[config.mk]
export PLATFORM = sky130hd
export DESIGN_NAME = hsp_port
export DESIGN_NICKNAME = d
export VERILOG_FILES = /design/src/design/hsp_pkg.sv /design/src/design/hsp_port.sv /design/src/design/hsp_sync.sv
export SDC_FILE = /design/constraint.sdc
export NUM_CORES = 1
export LEC_CHECK = 0
export BUFFER_PORTS_ARGS = -buffer_cell sky130_fd_sc_hd__buf_2
export CORE_UTILIZATION = 50
export CTS_CLUSTER_DIAMETER = 200
export DETAILED_ROUTE_END_ITERATION = 8
export HOLD_SLACK_MARGIN = 0.08
export PLACE_DENSITY = 0.69
export SYNTH_ARGS = -nofsm -noshare
export SYNTH_HDL_FRONTEND = slang
export SYNTH_SLANG_ARGS = --single-unit
[constraint.sdc]
create_clock -name clk -period 12.4 [get_ports clk]
set_clock_uncertainty 0.05 [all_clocks]
set_input_delay 2.48 -clock clk [delete_from_list [all_inputs] [get_ports clk]]
set_output_delay 2.48 -clock clk [all_outputs]
set_load 0.005 [all_outputs]
[src/design/hsp_pkg.sv]
// Purpose: Shared types and constants of the host serial/parallel register port
// Assumes: 16-bit register map of 128 entries, read combinationally by address
// Notes: Pin groups travel as packed structs
// Summary of operation
// - Two static select pins choose serial or one of three parallel modes.
// - Serial mode: chip select frames, write strobe clocks, read strobe is data in.
// - Serial clock, asynchronous to system, is sampled by the 20 MHz system clock, so must run far below it.
// - Chip select high resets serial logic except address and receive data registers.
// - Serial input sampled on falling edges, output updated on rising edges.
// - One serial word transfer takes 24 serial clocks.
// - First frame bit selects direction: high read, low write.
// - Seven address bits MSB first, then sixteen data bits MSB first.
// - Eighth falling edge captures address bit 0 and fetches the register.
// - Ninth rising edge loads fetched word, shifted out MSB first, also on writes.
// - Twenty-fourth falling edge takes last bit and writes the map on writes.
// - Continued frames increment the address per word, wrapping 7Fh to 0.
// - Chip select rising before a word's 16th clock discards that word.
// - Parallel cycles act only with chip select low; modes 1/2 read on low strobe.
// - Modes 1 and 2 capture write data on write strobe rising edge.
// - Mode 2 latches the address when address latch enable falls.
// - Mode 3 write pin is direction; high with strobe low drives read data.
// - Mode 3 write is strobe pulse with direction low, captured on rising edge.
// - Mode 3 latches the address when address valid rises.
// - Parallel address write sets pointer, incremented after every later two-byte word.
package hsp_pkg;

    localparam int HSP_ADDR_W = 7;
    localparam int HSP_DATA_W = 16;
    localparam int HSP_BUS_W = 8;
    localparam int HSP_CNT_W = 4;
    localparam int HSP_CLK_HZ = 20_000_000;
    localparam int HSP_SCLK_MAX_HZ = 40_000_000;
    localparam int HSP_SCLK_OPT2_HZ = 25_000_000;
    localparam logic [HSP_CNT_W-1:0] HSP_HDR_BITS = 4'h8;
    localparam logic [HSP_CNT_W-1:0] HSP_ADDR_LAST = 4'h7;
    localparam logic [HSP_CNT_W-1:0] HSP_DATA_LAST = 4'hF;
    localparam logic [HSP_ADDR_W-1:0] HSP_ADDR_RST = 7'h00;
    localparam logic [HSP_DATA_W-1:0] HSP_DATA_RST = 16'h0000;
    localparam logic [HSP_BUS_W-1:0] HSP_BUS_RST = 8'h00;
    localparam logic [HSP_BUS_W-1:0] HSP_BUS_ALL = 8'hFF;
    localparam logic [HSP_BUS_W-1:0] HSP_BUS_BIT0 = 8'h01;

    typedef enum logic [1:0] {
        HSP_SERIAL = 2'b00,
        HSP_PAR1 = 2'b01,
        HSP_PAR2 = 2'b10,
        HSP_PAR3 = 2'b11
    } hsp_mode_t;

    typedef struct packed {
        logic cs_n;
        logic wr_n;
        logic rd_n;
        logic ale;
        logic sel_hi;
        logic sel_lo;
        logic [HSP_BUS_W-1:0] bus;
    } hsp_pins_t;

    localparam int HSP_PIN_W = $bits(hsp_pins_t);

    typedef struct packed {
        logic [HSP_ADDR_W-1:0] addr;
        logic [HSP_DATA_W-1:0] wdata;
        logic wr;
    } hsp_map_req_t;

endpackage

[src/design/hsp_port.sv]
// Purpose: Host serial/parallel port into a 16-bit register map
// Assumes: map_rdata is a combinational read of map_req.addr; serial clock far below clk
// Notes: Parallel words move as two bytes, high byte first
`timescale 1ns/1ps
module hsp_port
    import hsp_pkg::*;
(
    input wire logic clk,
    input wire logic rst,
    input wire logic cs_n,
    input wire logic wr_n,
    input wire logic rd_n,
    input wire logic ale,
    input wire logic interface_select_hi,
    input wire logic interface_select_lo,
    input wire logic [HSP_BUS_W-1:0] bus_in,
    output logic [HSP_BUS_W-1:0] bus_out,
    output logic [HSP_BUS_W-1:0] bus_oe,
    output hsp_map_req_t map_req,
    input wire logic [HSP_DATA_W-1:0] map_rdata
);
    hsp_pins_t pin_raw;
    hsp_pins_t pin;
    hsp_pins_t pin_q;
    hsp_mode_t mode;

    logic [HSP_ADDR_W-1:0] ptr;
    logic [HSP_DATA_W-1:0] word;
    logic [1:0] fetch_d;
    logic [HSP_ADDR_W-1:0] map_addr;
    logic [HSP_DATA_W-1:0] map_wdata;
    logic map_wr;

    logic [HSP_CNT_W-1:0] hdr_cnt;
    logic [HSP_CNT_W-1:0] dat_cnt;
    logic [HSP_CNT_W-1:0] rise_hdr;
    logic [HSP_CNT_W-1:0] rise_dat;
    logic is_read;
    logic [HSP_DATA_W-1:0] sin;
    logic [HSP_DATA_W-1:0] sout;

    logic byte_lo;
    logic [HSP_BUS_W-1:0] hold_hi;

    logic serial;
    logic sel;
    logic wr_rise;
    logic wr_fall;
    logic rd_rise;
    logic ale_rise;
    logic ale_fall;
    logic ser_fall;
    logic ser_rise;
    logic ser_hdr_bit;
    logic ser_word_end;
    logic par_addr;
    logic par_wr;
    logic par_rd_done;
    logic par_word_done;
    logic par_drive;

    assign pin_raw = {cs_n, wr_n, rd_n, ale, interface_select_hi, interface_select_lo, bus_in};
    assign map_req = '{addr: map_addr, wdata: map_wdata, wr: map_wr};

    // Strobes and chip select rest high, address select low, so no edge follows reset
    hsp_sync #(
        .W(HSP_PIN_W),
        .RST_VAL({4'hE, 2'b00, HSP_BUS_RST})
    ) u_sync (
        .clk(clk),
        .rst(rst),
        .din(pin_raw),
        .dout(pin)
    );

    always_ff @(posedge clk or posedge rst) begin
        if (rst) begin
            pin_q <= {4'hE, 2'b00, HSP_BUS_RST};
        end else begin
            pin_q <= pin;
        end
    end

    // Static mode pins pick the interface
    assign mode = hsp_mode_t'({pin.sel_hi, pin.sel_lo});
    assign serial = (mode == HSP_SERIAL);
    assign sel = ~pin.cs_n;

    assign wr_rise = pin.wr_n & ~pin_q.wr_n;
    assign wr_fall = ~pin.wr_n & pin_q.wr_n;
    assign rd_rise = pin.rd_n & ~pin_q.rd_n;
    assign ale_rise = pin.ale & ~pin_q.ale;
    assign ale_fall = ~pin.ale & pin_q.ale;

    // Serial clock edges count only inside a frame; the serial clock is sampled by clk
    assign ser_fall = serial & sel & wr_fall;
    assign ser_rise = serial & sel & wr_rise;
    assign ser_hdr_bit = ser_fall & (hdr_cnt != 4'h0) & (hdr_cnt < HSP_HDR_BITS);
    assign ser_word_end = ser_fall & (hdr_cnt == HSP_HDR_BITS) & (dat_cnt == HSP_DATA_LAST);

    // Parallel strobe decode per mode, all qualified by chip select
    always_comb begin
        par_addr = 1'b0;
        par_wr = 1'b0;
        par_rd_done = 1'b0;
        par_drive = 1'b0;
        case (mode)
            HSP_PAR1: begin
                par_addr = sel & wr_rise & pin.ale;
                par_wr = sel & wr_rise & ~pin.ale;
                par_rd_done = sel & rd_rise;
                par_drive = sel & ~pin.rd_n;
            end
            HSP_PAR2: begin
                par_addr = sel & ale_fall;
                par_wr = sel & wr_rise;
                par_rd_done = sel & rd_rise;
                par_drive = sel & ~pin.rd_n;
            end
            HSP_PAR3: begin
                par_addr = sel & ale_rise;
                par_wr = sel & rd_rise & ~pin.wr_n;
                par_rd_done = sel & rd_rise & pin.wr_n;
                par_drive = sel & ~pin.rd_n & pin.wr_n;
            end
            default: begin
                par_addr = 1'b0;
            end
        endcase
    end

    assign par_word_done = (par_wr | par_rd_done) & byte_lo & ~par_addr;

    // Address register: serial header shift, word increments, parallel pointer
    always_ff @(posedge clk or posedge rst) begin
        if (rst) begin
            ptr <= HSP_ADDR_RST;
        end else if (ser_hdr_bit) begin
            ptr <= {ptr[HSP_ADDR_W-2:0], pin.rd_n};
        end else if (par_addr) begin
            ptr <= pin.bus[HSP_ADDR_W-1:0];
        end else if (ser_word_end | par_word_done) begin
            ptr <= ptr + 7'h01;
        end
    end

    // Map address lags ptr so a write pulse still sees the word's own address
    always_ff @(posedge clk or posedge rst) begin
        if (rst) begin
            map_addr <= HSP_ADDR_RST;
        end else begin
            map_addr <= ptr;
        end
    end

    // Fetch is taken two cycles after the address moved
    always_ff @(posedge clk or posedge rst) begin
        if (rst) begin
            fetch_d <= 2'b00;
            word <= HSP_DATA_RST;
        end else begin
            fetch_d <= {fetch_d[0], (ser_fall & (hdr_cnt == HSP_ADDR_LAST)) | ser_word_end
                        | par_addr | par_word_done};
            if (fetch_d[1]) begin
                word <= map_rdata;
            end
        end
    end

    // Serial receive side, sampled on falling edges
    always_ff @(posedge clk or posedge rst) begin
        if (rst) begin
            hdr_cnt <= 4'h0;
            dat_cnt <= 4'h0;
            is_read <= 1'b0;
        end else if (pin.cs_n || !serial) begin
            hdr_cnt <= 4'h0;
            dat_cnt <= 4'h0;
            is_read <= 1'b0;
        end else if (ser_fall) begin
            if (hdr_cnt == 4'h0) begin
                is_read <= pin.rd_n;
                hdr_cnt <= hdr_cnt + 4'h1;
            end else if (hdr_cnt < HSP_HDR_BITS) begin
                hdr_cnt <= hdr_cnt + 4'h1;
            end else begin
                dat_cnt <= dat_cnt + 4'h1;
            end
        end
    end

    // Data register keeps its contents across chip select
    always_ff @(posedge clk or posedge rst) begin
        if (rst) begin
            sin <= HSP_DATA_RST;
        end else if (ser_fall && hdr_cnt == HSP_HDR_BITS) begin
            sin <= {sin[HSP_DATA_W-2:0], pin.rd_n};
        end
    end

    // Serial transmit side, updated on rising edges
    always_ff @(posedge clk or posedge rst) begin
        if (rst) begin
            rise_hdr <= 4'h0;
            rise_dat <= 4'h0;
            sout <= HSP_DATA_RST;
        end else if (pin.cs_n || !serial) begin
            rise_hdr <= 4'h0;
            rise_dat <= 4'h0;
            sout <= HSP_DATA_RST;
        end else if (ser_rise) begin
            if (rise_hdr < HSP_HDR_BITS) begin
                rise_hdr <= rise_hdr + 4'h1;
            end else begin
                rise_dat <= rise_dat + 4'h1;
                if (rise_dat == 4'h0) begin
                    sout <= word;
                end else begin
                    sout <= {sout[HSP_DATA_W-2:0], 1'b0};
                end
            end
        end
    end

    // Parallel byte pairing
    always_ff @(posedge clk or posedge rst) begin
        if (rst) begin
            byte_lo <= 1'b0;
            hold_hi <= HSP_BUS_RST;
        end else if (par_addr) begin
            byte_lo <= 1'b0;
        end else if (par_wr | par_rd_done) begin
            byte_lo <= ~byte_lo;
            if (par_wr && !byte_lo) begin
                hold_hi <= pin.bus;
            end
        end
    end

    // One write pulse per completed word
    always_ff @(posedge clk or posedge rst) begin
        if (rst) begin
            map_wr <= 1'b0;
            map_wdata <= HSP_DATA_RST;
        end else begin
            map_wr <= 1'b0;
            if (ser_word_end && !is_read) begin
                map_wr <= 1'b1;
                map_wdata <= {sin[HSP_DATA_W-2:0], pin.rd_n};
            end else if (par_wr && byte_lo && !par_addr) begin
                map_wr <= 1'b1;
                map_wdata <= {hold_hi, pin.bus};
            end
        end
    end

    // Bus drive: serial bit 0 for the whole frame, parallel only while read data is returned
    always_ff @(posedge clk or posedge rst) begin
        if (rst) begin
            bus_out <= HSP_BUS_RST;
            bus_oe <= HSP_BUS_RST;
        end else if (serial) begin
            bus_out <= {7'h00, sout[HSP_DATA_W-1]};
            bus_oe <= sel ? HSP_BUS_BIT0 : HSP_BUS_RST;
        end else begin
            bus_out <= byte_lo ? word[HSP_BUS_W-1:0] : word[HSP_DATA_W-1:HSP_BUS_W];
            bus_oe <= par_drive ? HSP_BUS_ALL : HSP_BUS_RST;
        end
    end
endmodule

[src/design/hsp_sync.sv]
// Purpose: Three-stage synchroniser with agreement filter for pin inputs
// Assumes: Inputs arrive from outside the clk domain
// Notes: Output follows once the second and third stages agree
`timescale 1ns/1ps
module hsp_sync #(
    parameter int W = 1,
    parameter logic [W-1:0] RST_VAL = '0
) (
    input wire logic clk,
    input wire logic rst,
    input wire logic [W-1:0] din,
    output logic [W-1:0] dout
);
    logic [W-1:0] s1;
    logic [W-1:0] s2;
    logic [W-1:0] s3;

    always_ff @(posedge clk or posedge rst) begin
        if (rst) begin
            s1 <= RST_VAL;
            s2 <= RST_VAL;
            s3 <= RST_VAL;
        end else begin
            s1 <= din;
            s2 <= s1;
            s3 <= s2;
        end
    end

    // Per bit, a change is taken only when two stages agree
    always_ff @(posedge clk or posedge rst) begin
        if (rst) begin
            dout <= RST_VAL;
        end else begin
            dout <= (s2 & ~(s2 ^ s3)) | (dout & (s2 ^ s3));
        end
    end
endmodule

==> metrics.yaml <==
status:
  status: "completed"
cts:
  clockBufferDepth: 2
  cts_setup_buffers: 0
  ctsResizeCount: 0
  cts_root_buffer: "clkbuf_16"
  cts_tree: "yes"
  clk_transition_reported_paths_ps: 60
  cts_inserted_buffers: 17
  postCtsHoldBufs: 0
  clkSinkCount: 175
  h-tree-depth: 4
  clk_latency_ps: 420
synth:
  synthFlopType: "dfrtp_1"
  synth_edf_count: 0
  yosysUniqueCellTypes: 51
  synth_area_um2: 7010
  synthesis.nets: 572
  yosysSeqAreaShare_pct: 62.7
  yosys_register_bits: 175
  ys_warn_count: 0
  synth.avg_cell_area_um2: 13.3
  synthCells: 528
  synth-async-reset-ratio_pct: 100
drt:
  wl_per_cell_um: 16.1
  wl_um: 12600
  via_per_inst: 5.32
  initialDrtViolationCount: 215
  first_pass_iters: 4
  vias: 4153
  ant_nets: 0
  drc: 0
finish:
  fill_cells: 1089
  layout_commonest_cell: "dfrtp_1"
  finalNetCount: 636
  final_util_pct: 59.9
  final_cell_mix: "dfrtp_1, buf_2, nor2_1"
  final_cells: 781
  final_layout_size_suffix_gt1_share_pct: 30.9
  syn2layout_area_growth_pct: 14.9
  antenna_cells: 0
sta:
  period_needed_ps: 3640
  hold_slack_ps: 299
  finalSetupViolCount: 0
  hold_violations: 0
  worst_pin_slew_ps: 1220
  fin_tns_setup_ps: 0
  rsz0062_at_grt: "no"
  min_period_over_period_pct: 29.3
  fmax_ghz: 0.275
  final_max_slew_viol_count: 0
  maxSlewHeadroom_pct: 19.0
power_and_ir_drop:
  p_per_area_nw_per_um2: 198
  p_leak_nw: 3.72
  ir_drop_uv: 116
place:
  hpwl_um: 8160
  portBuffers: 71
  placed_cells: 749
  gp_congestion: 0.853
floorplan:
  start_util_pct: 52.1
  io_pins: 72
  die_x_um: 120
  die-area_um2: 14500
  dieHeight_um: 120
  rows: 42
  design.core.area_um2: 13500
setup_path:
  setup.worst_path.end_class: "async pin"
  crit_arrival_ps: 4090
  critical_path_class: "input pin to async pin"
  critPathRequiredTime_ps: 12850
  r2r_slack_ps: 9050
  crit_path_start: "rst"
  startpoint_type: "input pin"
  cp_max_fo: 127
global_routing:
  grt_overflow: 0
  grt_max_degree: 128
  antenna_found_initial: 0
  grt_use_total_pct: 19.2
  grt_pass1_vias: 4277
  grt_pass1_wl_um: 21300
hold_path:
  hold_class: "register to register"
  holdCritStartpoint: "u_sync.s1[7]"
job:
  maxCapViolations: 0
==> cell usage after synthesis, drive strengths merged (5+ instances only) <==
cell type    n  area, um2
inv          8       30.0
xor2         7       61.3
nand2       15       56.3
dfrtp      161       4030
mux2        43        484
dfstp       14        368
clkbuf       7       26.3
nand2b       5       31.3
nand3       10       62.6
buf         22        154
a21oi       26        179
ha          12        150
o21ai        8       40.0
mux2i       42        420
nor2        68        260
a211oi      16        120
maj3        14        140
nor3         6       41.3
xnor2        7       61.3
==> kinds of logic (layout without fill, tap and decap cells) <==
logic type	Yosys count	in the layout	share of synthesized area (%)
xor gates and xnor gates	14	14	1.75
buffers and inverters	37	114	3.00
adders and majority gates	26	26	4.14
AOI/OAI and AO/OA	60	60	6.28
and+or+nand+nor	131	131	9.21
muxes	85	85	12.9
DFF	175	175	62.7
==> metrics by stage <==
step                      power, mW  setup slack (ps)  cell area [um2]
after floorplan               0.946              5150             7010
after global placement         1.04              8290             7440
after detailed placement       1.05              8230             7440
after CTS                      1.61              8680             8060
after global routing           1.67              8480             8060
final                          1.59              8760             8060
==> final timing paths <==
kind | end | cells past startpoint
worst max-delay path | u_sync.s3[10] | 3
worst min-delay path | u_sync.s2[7] | 0
worst max register to register | map_wdata[11] | 8
worst min register to register | u_sync.s2[7] | 0
max in group clk | bus_oe[4] | 1
min in group asynchronous | u_sync.s1[2] | 2
==> critical path, stage by stage <==
cell and delay, ps:
buf_2 120, inv_6 740, buf_4 650
==> registers in the layout, summed over array words and instances, names as in the netlist, named ones only <==
name / count
map_addr: 7
word: 16
sin: 15
rise_hdr: 4
rise_dat: 4
sout: 16
dat_cnt: 4
pin_q: 3
bus_oe: 2
is_read: 1
u_sync.s2: 14
u_sync.s1: 14
byte_lo: 1
bus_out: 8
hdr_cnt: 4
fetch_d: 2
u_sync.s3: 14
hold_hi: 8
map_wr: 1
ptr: 7
map_wdata: 16
==> report_power, final <==
group          total [mW]  switching, mW  internal [mW]
logic               0.266          0.121          0.145
registers           0.778         0.0929          0.685
clock network       0.547          0.221          0.326
==> layer usage <==
metal / global-route usage, % / vias up / wire length (um)
met5: 0 / - / 0
met4: 7.33 / 0 / 214
met3: 4.43 / 17 / 495
met2: 30.5 / 97 / 6120
met1: 25.7 / 2096 / 5770
li1: - / 1943 / -
==> final cells by class <==
| type | instances | area, um2 | share of cell area (%) |
|---|---|---|---|
| Sequential cell | 175 | 4400 | 54.6 |
| Tap cell | 176 | 220 | 2.73 |
| Timing Repair Buffer | 74 | 378 | 4.69 |
| Multi-Input combinational cell | 316 | 2410 | 29.9 |
| Clock inverter | 14 | 179 | 2.22 |
| Clock buffer | 18 | 439 | 5.45 |
| Inverter | 8 | 35.0 | 0.435 |
(Power assumes the default switching activity.)
